## src/verilog/fault_regs.svh

```systemverilog
`ifndef FAULT_REGS_SVH
`define FAULT_REGS_SVH

// ======================================================
// register indices (byte address = 4 * index)
`define IDX_POLICY 12'h051
`define IDX_MASKED 12'h084
`define IDX_CLEAR 12'h086
`define IDX_STATUS 12'h090
`define IDX_ENABLE 12'h091
`define IDX_CTRL 12'h092
`define IDX_STATE 12'h093
`define IDX_IRQ_STAT 12'h094
`define IDX_IRQ_MASK 12'h095

// ======================================================
// reset values and field constants
`define RST_POLICY 16'h6403
`define RST_CLEAR 16'h0000
`define RST_STATUS 16'h0000
`define RST_ENABLE 16'hffff
`define FORCED_FAULTS 16'h0003
`define BIT_GATE_KILL 0
`define CLEAR_GO 16'h0001
`define RETRY_NONE 8'h00
`define RETRY_UNLIMITED 8'hff

// ======================================================
// interrupt status bits
`define IRQ_W 4
`define IRQ_FAULT 0
`define IRQ_CLEARED 1
`define IRQ_RESTART 2
`define IRQ_EXHAUST 3

// ======================================================
// bus responses
`define RESP_OKAY 2'h0
`define RESP_SLVERR 2'h2

// ======================================================
// timing
`define CLK_NS 10
`define TENTH_US 100000
`define TENTH_CYCLES (`TENTH_US * 1000 / `CLK_NS)
`define PWM_DIV_DEFAULT 5000

`endif

```

## src/verilog/fault_pkg.sv

```systemverilog
package fault_pkg;

	// motor command source
	typedef enum logic [1:0] {SRC_HOST, SRC_FREQ, SRC_DUTY, SRC_VSP} cmd_src_t;

	// drive state
	typedef enum logic [1:0] {ST_STOP, ST_RUN, ST_FAULT} drive_state_t;

	// restart policy word: delay in high byte, count in low byte
	typedef struct packed {
		logic [7:0] delay;
		logic [7:0] count;
	} policy_t;

	// control word: bits [2:1] source, bit 0 run request
	typedef struct packed {
		cmd_src_t src;
		logic run;
	} ctrl_t;

endpackage : fault_pkg

```

## src/verilog/restart_timer.sv

```systemverilog
`timescale 1ns/1ps
`include "fault_regs.svh"

// counts a restart delay in tenth-second units
module restart_timer
	import fault_pkg::*;
#(
	parameter int unsigned TENTH_CYCLES = `TENTH_CYCLES
)
(
	input wire logic aclk, // system clock
	input wire logic aresetn, // synchronous reset, low
	input wire logic start, // load units and begin
	input wire logic abort, // drop a running wait
	input wire logic [7:0] units, // wait in 0.1 s steps
	output logic expired, // one-cycle pulse at the end
	output logic busy // wait in progress
);

	localparam int PW = $clog2(TENTH_CYCLES + 1);
	localparam logic [PW-1:0] PRE_LAST = PW'(TENTH_CYCLES - 1);

	logic [PW-1:0] pre_r, pre_nxt; // cycles inside one tenth
	logic [7:0] left_r, left_nxt; // tenths still to wait
	logic busy_r, busy_nxt;
	logic exp_r, exp_nxt;

	// ======================================================
	// prescaler and unit counter
	always_comb
	begin
		pre_nxt = pre_r;
		left_nxt = left_r;
		busy_nxt = busy_r;
		exp_nxt = 1'b0;
		if (abort)
		begin
			busy_nxt = 1'b0; // leaving the fault state drops the wait
		end
		else if (start)
		begin
			busy_nxt = 1'b1;
			left_nxt = units;
			pre_nxt = '0;
		end
		else if (busy_r)
		begin
			if (left_r == 8'h00)
			begin
				busy_nxt = 1'b0; // zero units expire at once
				exp_nxt = 1'b1;
			end
			else if (pre_r == PRE_LAST)
			begin
				pre_nxt = '0;
				left_nxt = left_r - 8'h01;
			end
			else
			begin
				pre_nxt = pre_r + PW'(1);
			end
		end
	end

	// registers only
	always_ff @(posedge aclk)
	begin
		if (!aresetn)
		begin
			pre_r <= '0;
			left_r <= 8'h00;
			busy_r <= 1'b0;
			exp_r <= 1'b0;
		end
		else
		begin
			pre_r <= pre_nxt;
			left_r <= left_nxt;
			busy_r <= busy_nxt;
			exp_r <= exp_nxt;
		end
	end

	assign expired = exp_r;
	assign busy = busy_r;

endmodule : restart_timer

```

## src/verilog/drive_fault_retry_clear.sv

```systemverilog
`timescale 1ns/1ps
`include "fault_regs.svh"

module drive_fault_retry_clear
	import fault_pkg::*;
#(
	parameter int unsigned TENTH_CYCLES = `TENTH_CYCLES, // cycles per 0.1 s
	parameter int unsigned PWM_DIV = `PWM_DIV_DEFAULT, // cycles per PWM period
	parameter int ADDR_W = 14 // byte address width
)
(
	input wire logic aclk, // system clock
	input wire logic aresetn, // synchronous reset, low
	input wire logic [ADDR_W-1:0] awaddr, // write address
	input wire logic awvalid, // write address valid
	output logic awready, // write address ready
	input wire logic [31:0] wdata, // write data
	input wire logic [3:0] wstrb, // write byte lanes
	input wire logic wvalid, // write data valid
	output logic wready, // write data ready
	output logic [1:0] bresp, // write response
	output logic bvalid, // write response valid
	input wire logic bready, // write response ready
	input wire logic [ADDR_W-1:0] araddr, // read address
	input wire logic arvalid, // read address valid
	output logic arready, // read address ready
	output logic [31:0] rdata, // read data
	output logic [1:0] rresp, // read response
	output logic rvalid, // read data valid
	input wire logic rready, // read data ready
	input wire logic [15:0] fault_cond_in, // raw fault conditions, async
	output logic inverter_off, // inverter shut down
	output logic regulator_off, // regulator shut down
	output logic [1:0] drive_state, // current drive_state_t
	output logic restart_start, // pulse: automatic motor start
	output logic fault_irq // level interrupt
);

	// ======================================================
	// declarations
	logic [15:0] cond_s1_r, cond_s2_r; // input synchroniser
	logic [31:0] pwm_cnt_r, pwm_cnt_nxt; // PWM rate divider
	logic pwm_tick;
	logic aw_hold_r, aw_hold_nxt, w_hold_r, w_hold_nxt;
	logic [11:0] aw_idx_r, aw_idx_nxt; // held write index
	logic [31:0] wdata_r, wdata_nxt;
	logic [3:0] wstrb_r, wstrb_nxt;
	logic bvalid_r, bvalid_nxt, rvalid_r, rvalid_nxt;
	logic [1:0] bresp_r, bresp_nxt, rresp_r, rresp_nxt;
	logic [31:0] rdata_r, rdata_nxt;
	logic do_wr; // both halves of a write present
	logic [15:0] wr16; // byte-masked write value helper
	logic [15:0] rd_word; // read mux
	logic rd_ok, wr_ok; // address decodes
	policy_t policy_r, policy_nxt;
	logic clear_r, clear_nxt; // pending clear command
	logic [15:0] flags_r, flags_nxt; // fault status word
	logic [15:0] enable_r, enable_nxt; // fault enable mask
	ctrl_t ctrl_r, ctrl_nxt;
	drive_state_t state_r, state_nxt;
	logic [7:0] retries_r, retries_nxt; // attempts left
	logic arm_r, arm_nxt; // timer already used this attempt
	logic [`IRQ_W-1:0] irq_r, irq_nxt, irq_mask_r, irq_mask_nxt;
	logic inv_r, inv_nxt, reg_r, reg_nxt, rst_r, rst_nxt;
	logic [15:0] sampled, eff_mask, masked, active;
	logic clear_now, auto_ok, auto_clear, tmr_start, tmr_exp, tmr_busy;
	logic src_ok;

	// byte-lane merge of a 16-bit register
	function automatic logic [15:0] merge16(input logic [15:0] old, input logic [31:0] d, input logic [3:0] s);
		merge16 = {s[1] ? d[15:8] : old[15:8], s[0] ? d[7:0] : old[7:0]};
	endfunction : merge16

	// ======================================================
	// fault sampling
	// pins are asynchronous, so two flops before any use
	always_ff @(posedge aclk)
	begin
		if (!aresetn)
		begin
			cond_s1_r <= 16'h0000;
			cond_s2_r <= 16'h0000;
			pwm_cnt_r <= 32'h0000_0000;
		end
		else
		begin
			cond_s1_r <= fault_cond_in;
			cond_s2_r <= cond_s1_r;
			pwm_cnt_r <= pwm_cnt_nxt;
		end
	end

	// PWM tick divider
	always_comb
	begin
		pwm_tick = (pwm_cnt_r == 32'(PWM_DIV - 1));
		pwm_cnt_nxt = pwm_tick ? 32'h0000_0000 : pwm_cnt_r + 32'h0000_0001;
	end

	// gate shutoff enters every cycle, the rest only on a PWM tick
	assign sampled = pwm_tick ? cond_s2_r : (cond_s2_r & (16'h0001 << `BIT_GATE_KILL));
	assign eff_mask = enable_r | `FORCED_FAULTS;
	assign masked = flags_r & eff_mask;
	assign active = cond_s2_r & eff_mask;

	// ======================================================
	// restart policy decisions
	assign src_ok = (ctrl_r.src == SRC_FREQ) || (ctrl_r.src == SRC_DUTY) || (ctrl_r.src == SRC_VSP);
	assign auto_ok = (state_r == ST_FAULT) && src_ok && (retries_r != `RETRY_NONE);
	assign tmr_start = auto_ok && !arm_r && !tmr_busy;
	assign auto_clear = tmr_exp && auto_ok;
	assign clear_now = clear_r || auto_clear;

	restart_timer #(
		.TENTH_CYCLES(TENTH_CYCLES)
	) u_timer (
		.aclk(aclk),
		.aresetn(aresetn),
		.start(tmr_start),
		.abort(state_r != ST_FAULT),
		.units(policy_r.delay),
		.expired(tmr_exp),
		.busy(tmr_busy)
	);

	// ======================================================
	// register bus slave
	assign do_wr = aw_hold_r && w_hold_r && !bvalid_r;
	assign awready = !aw_hold_r;
	assign wready = !w_hold_r;
	assign arready = !rvalid_r;
	assign wr16 = wdata_r[15:0] & {{8{wstrb_r[1]}}, {8{wstrb_r[0]}}};

	// write decode
	always_comb
	begin
		case (aw_idx_r)
			`IDX_POLICY, `IDX_MASKED, `IDX_CLEAR, `IDX_STATUS, `IDX_ENABLE,
			`IDX_CTRL, `IDX_STATE, `IDX_IRQ_STAT, `IDX_IRQ_MASK: wr_ok = 1'b1;
			default: wr_ok = 1'b0;
		endcase
	end

	// read mux, narrower registers padded with zero
	always_comb
	begin
		rd_ok = 1'b1;
		case (araddr[ADDR_W-1:2])
			`IDX_POLICY: rd_word = policy_r;
			`IDX_MASKED: rd_word = masked;
			`IDX_CLEAR: rd_word = {15'h0000, clear_r};
			`IDX_STATUS: rd_word = flags_r;
			`IDX_ENABLE: rd_word = enable_r;
			`IDX_CTRL: rd_word = {13'h0000, ctrl_r};
			`IDX_STATE: rd_word = {retries_r, 6'h00, state_r};
			`IDX_IRQ_STAT: rd_word = {12'h000, irq_r};
			`IDX_IRQ_MASK: rd_word = {12'h000, irq_mask_r};
			default:
			begin
				rd_word = 16'h0000;
				rd_ok = 1'b0; // unmapped answers slave error
			end
		endcase
	end

	// channel handshakes
	always_comb
	begin
		aw_hold_nxt = aw_hold_r;
		aw_idx_nxt = aw_idx_r;
		w_hold_nxt = w_hold_r;
		wdata_nxt = wdata_r;
		wstrb_nxt = wstrb_r;
		bvalid_nxt = bvalid_r;
		bresp_nxt = bresp_r;
		rvalid_nxt = rvalid_r;
		rdata_nxt = rdata_r;
		rresp_nxt = rresp_r;
		if (awvalid && !aw_hold_r)
		begin
			aw_hold_nxt = 1'b1;
			aw_idx_nxt = awaddr[ADDR_W-1:2];
		end
		if (wvalid && !w_hold_r)
		begin
			w_hold_nxt = 1'b1;
			wdata_nxt = wdata;
			wstrb_nxt = wstrb;
		end
		if (do_wr)
		begin
			aw_hold_nxt = 1'b0;
			w_hold_nxt = 1'b0;
			bvalid_nxt = 1'b1;
			bresp_nxt = wr_ok ? `RESP_OKAY : `RESP_SLVERR;
		end
		else if (bvalid_r && bready)
		begin
			bvalid_nxt = 1'b0;
		end
		if (arvalid && !rvalid_r)
		begin
			rvalid_nxt = 1'b1;
			rdata_nxt = {16'h0000, rd_word};
			rresp_nxt = rd_ok ? `RESP_OKAY : `RESP_SLVERR;
		end
		else if (rvalid_r && rready)
		begin
			rvalid_nxt = 1'b0;
		end
	end

	// ======================================================
	// fault core, drive state and interrupts
	always_comb
	begin
		policy_nxt = policy_r;
		enable_nxt = enable_r;
		ctrl_nxt = ctrl_r;
		irq_mask_nxt = irq_mask_r;
		retries_nxt = retries_r;
		state_nxt = state_r;
		rst_nxt = 1'b0;
		irq_nxt = irq_r;
		// a pending clear is carried out now, so it drops back
		clear_nxt = 1'b0;
		// software writes
		if (do_wr)
		begin
			case (aw_idx_r)
				`IDX_POLICY:
				begin
					policy_nxt = merge16(policy_r, wdata_r, wstrb_r);
					retries_nxt = policy_nxt.count;
				end
				// values other than one are out of range and ignored
				`IDX_CLEAR: clear_nxt = (wr16 == `CLEAR_GO) && (&wstrb_r[1:0]);
				`IDX_ENABLE: enable_nxt = merge16(enable_r, wdata_r, wstrb_r);
				`IDX_CTRL: if (wstrb_r[0]) ctrl_nxt = ctrl_t'(wdata_r[2:0]);
				`IDX_IRQ_STAT: irq_nxt = irq_r & ~wr16[`IRQ_W-1:0];
				`IDX_IRQ_MASK: if (wstrb_r[0]) irq_mask_nxt = wdata_r[`IRQ_W-1:0];
				default: ;
			endcase
		end
		// faults latch; a new one in the clear cycle wins
		flags_nxt = (clear_now ? 16'h0000 : flags_r) | sampled;
		// retry bookkeeping on each expiry
		if (auto_clear && retries_r != `RETRY_UNLIMITED)
		begin
			retries_nxt = retries_r - 8'h01;
			if (retries_r == 8'h01)
				irq_nxt[`IRQ_EXHAUST] = 1'b1;
		end
		case (state_r)
			ST_STOP:
			begin
				if (masked != 16'h0000)
					state_nxt = ST_FAULT;
				else if (ctrl_r.run)
					state_nxt = ST_RUN;
			end
			ST_RUN:
			begin
				if (masked != 16'h0000)
					state_nxt = ST_FAULT;
				else if (!ctrl_r.run)
					state_nxt = ST_STOP;
			end
			ST_FAULT:
			begin
				// a fault still present keeps the drive faulted
				if (clear_now && active == 16'h0000)
				begin
					if (auto_clear)
					begin
						state_nxt = ST_RUN;
						ctrl_nxt.run = 1'b1;
						rst_nxt = 1'b1;
						irq_nxt[`IRQ_RESTART] = 1'b1;
					end
					else
					begin
						state_nxt = ST_STOP;
						retries_nxt = policy_r.count;
					end
				end
			end
			default: state_nxt = ST_STOP;
		endcase
		// entering fault drops the run request; only a software write or an automatic restart sets it again
		if (state_r != ST_FAULT && state_nxt == ST_FAULT)
		begin
			ctrl_nxt.run = 1'b0;
			irq_nxt[`IRQ_FAULT] = 1'b1;
		end
		if (clear_now)
			irq_nxt[`IRQ_CLEARED] = 1'b1;
		// timer is armed once per attempt
		if (state_r != ST_FAULT || tmr_exp)
			arm_nxt = 1'b0;
		else
			arm_nxt = arm_r | tmr_start;
		// gate shutoff stops both stages without waiting for a tick
		inv_nxt = (state_nxt == ST_FAULT) || cond_s2_r[`BIT_GATE_KILL];
		reg_nxt = cond_s2_r[`BIT_GATE_KILL] || (reg_r && state_nxt == ST_FAULT);
	end

	// registers only
	always_ff @(posedge aclk)
	begin
		if (!aresetn)
		begin
			aw_hold_r <= 1'b0;
			aw_idx_r <= 12'h000;
			w_hold_r <= 1'b0;
			wdata_r <= 32'h0000_0000;
			wstrb_r <= 4'h0;
			bvalid_r <= 1'b0;
			bresp_r <= `RESP_OKAY;
			rvalid_r <= 1'b0;
			rdata_r <= 32'h0000_0000;
			rresp_r <= `RESP_OKAY;
			policy_r <= `RST_POLICY;
			clear_r <= 1'b0;
			flags_r <= `RST_STATUS;
			enable_r <= `RST_ENABLE;
			ctrl_r <= ctrl_t'(3'h0);
			irq_mask_r <= 4'h0;
			irq_r <= 4'h0;
			retries_r <= 8'h03;
			state_r <= ST_STOP;
			arm_r <= 1'b0;
			inv_r <= 1'b0;
			reg_r <= 1'b0;
			rst_r <= 1'b0;
		end
		else
		begin
			aw_hold_r <= aw_hold_nxt;
			aw_idx_r <= aw_idx_nxt;
			w_hold_r <= w_hold_nxt;
			wdata_r <= wdata_nxt;
			wstrb_r <= wstrb_nxt;
			bvalid_r <= bvalid_nxt;
			bresp_r <= bresp_nxt;
			rvalid_r <= rvalid_nxt;
			rdata_r <= rdata_nxt;
			rresp_r <= rresp_nxt;
			policy_r <= policy_nxt;
			clear_r <= clear_nxt;
			flags_r <= flags_nxt;
			enable_r <= enable_nxt;
			ctrl_r <= ctrl_nxt;
			irq_mask_r <= irq_mask_nxt;
			irq_r <= irq_nxt;
			retries_r <= retries_nxt;
			state_r <= state_nxt;
			arm_r <= arm_nxt;
			inv_r <= inv_nxt;
			reg_r <= reg_nxt;
			rst_r <= rst_nxt;
		end
	end

	// ======================================================
	// outputs
	assign bvalid = bvalid_r;
	assign bresp = bresp_r;
	assign rvalid = rvalid_r;
	assign rdata = rdata_r;
	assign rresp = rresp_r;
	assign inverter_off = inv_r;
	assign regulator_off = reg_r;
	assign drive_state = state_r;
	assign restart_start = rst_r;
	assign fault_irq = |(irq_r & irq_mask_r);

endmodule : drive_fault_retry_clear

```

## config.mk

```make
export PLATFORM = sky130hd
export DESIGN_NAME = drive_fault_retry_clear
export DESIGN_NICKNAME = d
export VERILOG_FILES = /design/src/verilog/fault_pkg.sv /design/src/verilog/restart_timer.sv /design/src/verilog/drive_fault_retry_clear.sv
export VERILOG_INCLUDE_DIRS = /design/src /design/src/verilog
export SDC_FILE = /design/constraint.sdc
export NUM_CORES = 1
export LEC_CHECK = 0
export BUFFER_PORTS_ARGS = -buffer_cell sky130_fd_sc_hd__buf_2
export CAP_MARGIN = 20
export CORE_MARGIN = 8
export CORE_UTILIZATION = 62
export CTS_BUF_LIST = sky130_fd_sc_hd__clkbuf_8 sky130_fd_sc_hd__clkbuf_16
export CTS_CLUSTER_SIZE = 16
export DETAILED_ROUTE_END_ITERATION = 16
export HOLD_SLACK_MARGIN = 0.02
export PLACE_DENSITY = 0.94
export SETUP_SLACK_MARGIN = 0.15
export SLEW_MARGIN = 20
export SYNTH_ARGS = -nofsm -noshare
export SYNTH_HDL_FRONTEND = slang
export SYNTH_SLANG_ARGS = --single-unit
```

## constraint.sdc

```tcl
create_clock -name aclk -period 7.8 [get_ports aclk]
set_clock_uncertainty 0.15 [all_clocks]
set_input_delay 1.95 -clock aclk [delete_from_list [all_inputs] [get_ports aclk]]
set_output_delay 1.95 -clock aclk [all_outputs]
set_load 0.1 [all_outputs]
```

Yosys cells after proc, flatten, opt, wreduce, memory -nomap -nowiden. Cells that the tools add are included.

Add/subtract/negate cells: 4. Equal/unequal tests: 31. Multiplexer cells: 53. Bitwise operators: 11. Reductions and logical operators: 64.

Operator list (count): $eq 12x8->1 const B (16); $pmux 16 s9 (1); $mux 24 (4); $mux 8 (11); $and 16x16->16 (3); $add 32x1->32 const B (1); $eq 32x13->1 const B (1); $mux 16 (2); $mux 1 (25); $add 24x1->24 const B (1); $eq 12x7->1 const B (2); $eq 24x24->1 const B (1); $reduce_and 3->1 (8); $reduce_or 9->1 (2); $logic_and 1x1->1 (17); $eq 16x1->1 const B (1); $logic_not 16->1 (1); $or 16x16->16 (1); $reduce_bool 16->1 (1); $reduce_bool 2->1 (8); $sub 8x1->8 const B (2); $mux 2 (7); $reduce_or 2->1 (5); $and 4x4->4 (2); 18 further kinds (40).

Flip-flop bits (word level): 226. Input port bits: 87. Output and inout port bits: 47. Logic and storage cells: 198.

Longest topological paths before layout.
Depth after elaboration: 14. Depth in mapped cells: 10. Depth with buffers taken out: 8.

By module. Synthesis repeated with hierarchy kept, for this count alone.

Cells, all modules: 1241. Area total of the unflattened synthesis: 10647.7 µm².

By module, submodules not included: drive_fault_retry_clear (instances 1, cells an instance 1016, area each 8750.9 µm²); restart_timer (instances 1, cells an instance 225, area each 1896.8 µm²).

Worst setup path after synthesis. No wires, ideal clock.

Path type: input port to flip-flop. From: in araddr[10]. To: reg rdata_r[12] (netlist: rdata[12]). Setup time: 0.060 ns. Data arrival time: 3.575 ns. Required time: 7.590 ns. Setup slack: 4.015 ns. Cell stages on the path: 7. Cell sequence: or4_1 or2_1 a211oi_2 nand2_1 buf_2 a31oi_1 a21o_1.

Longest elaborated chain between the ends: 2. Elaborated cells between the ends (all ways): 10.

Ends and longest elaborated chain: start, declared (line drive_fault_retry_clear.sv:24) `input wire logic [ADDR_W-1:0] araddr,`; $eq 12x8->1 or $eq 12x7->1 (tied branches) (line drive_fault_retry_clear.sv:148) `case (araddr[ADDR_W-1:2])`; $pmux 16 s9 * (line drive_fault_retry_clear.sv:148); end signal, assigned (line drive_fault_retry_clear.sv:347) `rdata_r <= rdata_nxt;`; end, declared (line drive_fault_retry_clear.sv:50) `logic [31:0] rdata_r, rdata_nxt;`.

Every way passes the cells marked *; elsewhere a longest branch is shown, timed or not. A chain may end at the register's enable or synchronous reset.

Worst setup path in the final report.
From: in araddr[10]. To: reg rdata_r[14] (netlist: rdata[14]).

Same word-level chain as after synthesis.

==> impl_metrics.prom <==
# TYPE chip_impl_metric gauge
chip_impl_info{name="busiest_layer",value="met2"} 1
chip_impl_metric{name="pin_count_of_the_biggest_net_entering_global_routing",unit=""} 80
chip_impl_metric{name="routed_via_density",unit=""} 6.153
chip_impl_metric{name="floorplan.die_area",unit="mm^2"} 0.02075
chip_impl_metric{name="drive_above_1_share",unit=""} 0.1281
chip_impl_info{name="cts-root-buf",value="sky130_fd_sc_hd__clkbuf_16"} 1
chip_impl_info{name="crit_path_end_kind",value="flip-flop"} 1
chip_impl_metric{name="dieWidth",unit="um"} 144.1
chip_impl_metric{name="core_area",unit="mm^2"} 0.01629
chip_impl_metric{name="grt_overflow_total",unit=""} 0
chip_impl_metric{name="cts-hold-fix-buffers",unit=""} 0
chip_impl_info{name="r2r_end",value="u_timer.pre_r[17]"} 1
chip_impl_metric{name="first_global_vias",unit=""} 8663
chip_impl_metric{name="clk_transition_reported_paths",unit="ps"} 60
chip_impl_metric{name="via_count",unit=""} 9181
chip_impl_metric{name="synthesis.instances",unit=""} 1195
chip_impl_info{name="tritoncts",value="built"} 1
chip_impl_metric{name="cp_num_buf_inv",unit=""} 1
chip_impl_metric{name="cts_resized",unit=""} 0
chip_impl_metric{name="worst_skew_pair.late_latency",unit="ps"} 530
chip_impl_metric{name="placed_wire_length_estimate",unit="um"} 19270
chip_impl_metric{name="timing.critical_path.arrival",unit="ps"} 4320
chip_impl_metric{name="yosysSeqAreaShare",unit=""} 0.4411
chip_impl_info{name="timing.rr.start",value="retries_r[0]"} 1
chip_impl_metric{name="post-route-worst-setup-slack",unit="ps"} 3765
chip_impl_metric{name="synth_area_per_cell",unit="um^2"} 8.508
chip_impl_info{name="synthFlopType",value="sky130_fd_sc_hd__dfxtp_1"} 1
chip_impl_metric{name="worst-endpoint-required",unit="ps"} 8080
chip_impl_info{name="run_status",value="complete, no violations"} 1
chip_impl_metric{name="num_io_pins",unit=""} 134
chip_impl_metric{name="grt_pass1_wl",unit="um"} 44440
chip_impl_metric{name="worst_path_largest_cell_delay",unit="ps"} 600
chip_impl_metric{name="dr.first_iter.drc_count",unit=""} 1072
chip_impl_metric{name="floorplan.initialDensity",unit=""} 0.6242
chip_impl_metric{name="synth.ff_latch_count",unit=""} 224
chip_impl_info{name="synth_top_family_by_area",value="simple AND/OR/NAND/NOR gates"} 1
chip_impl_metric{name="buffer_depth_of_the_longest_clock_path",unit=""} 3
chip_impl_metric{name="postCtsSetupBuffers",unit=""} 0
chip_impl_metric{name="synth-compound-area-share",unit=""} 0.1458
chip_impl_metric{name="route.antenna.remaining_nets",unit=""} 0
chip_impl_metric{name="final.setup.tns",unit="ps"} 0
chip_impl_metric{name="synth_enable_flop_cells",unit=""} 0
chip_impl_metric{name="std_cell_rows",unit=""} 47
chip_impl_metric{name="synthArstFlopShare",unit=""} 0
chip_impl_metric{name="finalWorstPathRequiredPeriod",unit="ps"} 4035
chip_impl_metric{name="post-route-period-util",unit=""} 0.5173
chip_impl_info{name="crit_chain",value="buf_2 > or4_1 > nor4_1 > nand2_1 > a21boi_0 > a221oi_1 > a211oi_1"} 1
chip_impl_metric{name="globalRouteMet2Util",unit=""} 0.4226
chip_impl_metric{name="yosys-mux-area-fraction",unit=""} 0.04209
chip_impl_metric{name="timing.reg2reg.worst_path_depth",unit=""} 8
chip_impl_info{name="critical-path-top-delay-family",value="simple AND/OR/NAND/NOR gates"} 1
chip_impl_metric{name="clkSinkCount",unit=""} 224
chip_impl_info{name="crit_slowest_cell",value="sky130_fd_sc_hd__or4_1"} 1
chip_impl_metric{name="finalMaxSlewViolations",unit=""} 0
chip_impl_metric{name="die_y",unit="um"} 144.1
chip_impl_info{name="hp-start",value="cond_s1_r[7]"} 1
chip_impl_metric{name="tightestPinTransition",unit="ps"} 1001
chip_impl_metric{name="peakVddDrop",unit="mV"} 0.2170
chip_impl_metric{name="drt_drc_violations_left",unit=""} 0
chip_impl_metric{name="leakagePower",unit="nW"} 4.357
chip_impl_metric{name="buffers_on_ports",unit=""} 93
chip_impl_metric{name="yosysWarningCount",unit=""} 0
chip_impl_metric{name="postRouteWirelength",unit="um"} 27900
chip_impl_metric{name="gpl.final_weighted_congestion",unit=""} 0.9787
chip_impl_metric{name="worst_relative_slew_slack",unit=""} 0.3301
chip_impl_metric{name="clock_tree.htree_level_count",unit=""} 1
chip_impl_info{name="hold-path-endpoint",value="cond_s2_r[7]"} 1
chip_impl_metric{name="ys_types",unit=""} 79
chip_impl_metric{name="cts_made_buffers",unit=""} 23
chip_impl_metric{name="total_global_route_track_usage",unit=""} 0.2663
chip_impl_metric{name="synthAdderAreaFrac",unit=""} 0.008614
chip_impl_info{name="crit_path_start_kind",value="input pin"} 1
chip_impl_metric{name="maximum_fanout_encountered_on_the_critical_timing_path",unit=""} 9
chip_impl_metric{name="detailedRoute.firstPassIterationCount",unit=""} 6
chip_impl_metric{name="cap_violations",unit=""} 0
chip_impl_info{name="unrepaired_setup_endpoints_after_global_routing",value="false"} 1
chip_impl_metric{name="fmaxAchievable",unit="GHz"} 0.2478
chip_impl_info{name="hp-class",value="reg -> reg"} 1
chip_impl_metric{name="grt_util_met1",unit=""} 0.3495
chip_impl_metric{name="dpl_worst_slack",unit="ps"} 3372
chip_impl_metric{name="antenna-diode-count",unit=""} 0
chip_impl_metric{name="rrSetupSlack",unit="ps"} 4240
chip_impl_metric{name="holdPathStages",unit=""} 1
chip_impl_metric{name="mappedNetlistArea",unit="mm^2"} 0.01017
chip_impl_metric{name="synthXorXnorAreaFrac",unit=""} 0.04479
chip_impl_metric{name="power_per_cell_area",unit="mW/mm^2"} 220.7
chip_impl_metric{name="syn2layout_area_growth",unit="%"} 12.20
chip_impl_info{name="critPathKind",value="in -> reg"} 1
chip_impl_metric{name="post_drt_wl_per_cell",unit="um"} 18.70
chip_impl_metric{name="finish.net_count",unit=""} 1349
chip_impl_metric{name="finalHoldViolCount",unit=""} 0
chip_impl_metric{name="setup_viol_count_final",unit=""} 0
chip_impl_metric{name="grt_use_met3",unit=""} 0.04358
chip_impl_metric{name="post_synth_and_or_nand_nor_area_fraction",unit=""} 0.2685
chip_impl_metric{name="antenna_violations_before_repair",unit=""} 0
## worst max-delay path by stage
| stage | slack (ps) | cells after the start | from | end |
|---|---|---|---|---|
| floorplan | 4020 | 7 | araddr[10] | rdata[12] |
| global placement | 3420 | 7 | araddr[10] | rdata[14] |
| detailed placement | 3370 | 7 | araddr[2] | rdata[12] |
| CTS | 3900 | 7 | araddr[2] | rdata[12] |
| global route | 3660 | 7 | araddr[7] | rdata[11] |
| finish | 3770 | 7 | araddr[10] | rdata[14] |
## per-layer routing
| metal | wire length, um | vias to the layer above |
|---|---|---|
| li1 | - | 4300 |
| met1 | 11610 | 4319 |
| met2 | 12620 | 481 |
| met3 | 2471 | 81 |
| met4 | 1202 | 0 |
| met5 | 0 | - |
## through the flow
stage	area [um^2]	instances	utilization	total power, W	hold WS, ps
final	11410	1492	0.7003	0.002517	282.5
after global routing	11410	1492	0.7003	0.002587	291.8
after CTS	11400	1492	0.7000	0.002518	287.1
after detailed placement	10590	1450	0.6501	0.001387	272.2
after global placement	10590	1450	0.6501	0.001383	262.0
after floorplan	10230	1212	-	0.001349	249.2
## flip-flops by register name, summed over array words and instances, names as in the netlist, 2 cells and up
register	count
aw_idx_r	12
cond_s1_r	16
cond_s2_r	16
ctrl_r	3
drive_state	2
enable_r	16
flags_r	16
irq_mask_r	4
irq_r	4
policy_r	16
pwm_cnt_r	32
rdata	16
retries_r	8
u_timer.left_r	8
u_timer.pre_r	24
wdata_r	16
wstrb_r	2
## power by group
| part | leakage (nW) | switching [W] | internal, W | total [W] |
|---|---|---|---|---|
| Clock | 0.410 | 0.000463 | 0.000687 | 0.00115 |
| Combinational | 2.13 | 0.000133 | 0.0000426 | 0.000175 |
| Sequential | 1.82 | 0.0000259 | 0.00117 | 0.00119 |
| Total | 4.36 | 0.000621 | 0.00190 | 0.00252 |
## area by class of cell
class | count | area (um^2)
multi-input combinational | 887 | 5256
fill | 1166 | 4882
sequential | 224 | 4484
clock buffer | 31 | 685.7
timing repair buffer | 97 | 495.5
tap | 220 | 275.3
clock inverter | 11 | 127.6
inverter | 22 | 82.58
## cell usage in the layout (no fill, tap or decap), types with 11 or more instances in the layout
master	instances
sky130_fd_sc_hd__dfxtp_1	224
sky130_fd_sc_hd__nand2_1	172
sky130_fd_sc_hd__nor2_1	138
sky130_fd_sc_hd__buf_2	93
sky130_fd_sc_hd__a21oi_1	70
sky130_fd_sc_hd__nand3_1	45
sky130_fd_sc_hd__and2_1	41
sky130_fd_sc_hd__mux2i_1	36
sky130_fd_sc_hd__a22oi_1	33
sky130_fd_sc_hd__xnor2_1	27
sky130_fd_sc_hd__xor2_1	25
sky130_fd_sc_hd__inv_1	23
sky130_fd_sc_hd__clkbuf_16	23
sky130_fd_sc_hd__o21ai_0	22
sky130_fd_sc_hd__nand4_1	21
sky130_fd_sc_hd__nor3_1	21
sky130_fd_sc_hd__nor4_1	19
sky130_fd_sc_hd__and3_1	19
sky130_fd_sc_hd__conb_1	18
sky130_fd_sc_hd__nor2b_1	14
sky130_fd_sc_hd__nand2b_1	12
sky130_fd_sc_hd__a31oi_1	12
sky130_fd_sc_hd__a211oi_1	11
## synth_stat cells (all sizes together) (5+ instances only)
| library cell | instances | area share |
|---|---|---|
| nor4 | 22 | 0.017 |
| nor3 | 22 | 0.011 |
| xor2 | 25 | 0.022 |
| a211oi | 12 | 0.0094 |
| mux2i | 36 | 0.035 |
| a222oi | 6 | 0.0059 |
| clkbuf | 42 | 0.016 |
| ha | 7 | 0.0086 |
| or4 | 6 | 0.0048 |
| buf | 37 | 0.025 |
| nor3b | 7 | 0.0062 |
| o22ai | 5 | 0.0031 |
| or3 | 5 | 0.0031 |
| and2 | 41 | 0.025 |
| a221oi | 7 | 0.0060 |
| o21ai | 23 | 0.011 |
| nor2b | 15 | 0.0092 |
| nand2b | 13 | 0.0080 |
| a21oi | 70 | 0.034 |
| nand3 | 45 | 0.022 |
| a22oi | 33 | 0.024 |
| a21boi | 5 | 0.0037 |
| nor2 | 140 | 0.053 |
| a31oi | 12 | 0.0074 |
| nor4b | 5 | 0.0049 |
| xnor2 | 27 | 0.023 |
| nand4 | 21 | 0.013 |
| and3 | 19 | 0.012 |
| nand2 | 173 | 0.064 |
| a32oi | 5 | 0.0043 |
| inv | 22 | 0.0081 |
| dfxtp | 224 | 0.44 |
## cell families after synthesis
| kind of cell | Yosys count |
|---|---|
| buffers and inverters | 101 |
| adder cells (fa/ha/maj) | 7 |
| flip-flops | 224 |
| AO/OA/AOI/OAI | 218 |
| AND/OR/NAND/NOR | 551 |
| XOR/XNOR | 52 |
| multiplexers | 41 |
| other | 1 |
Power figures use the tool's default switching activity.
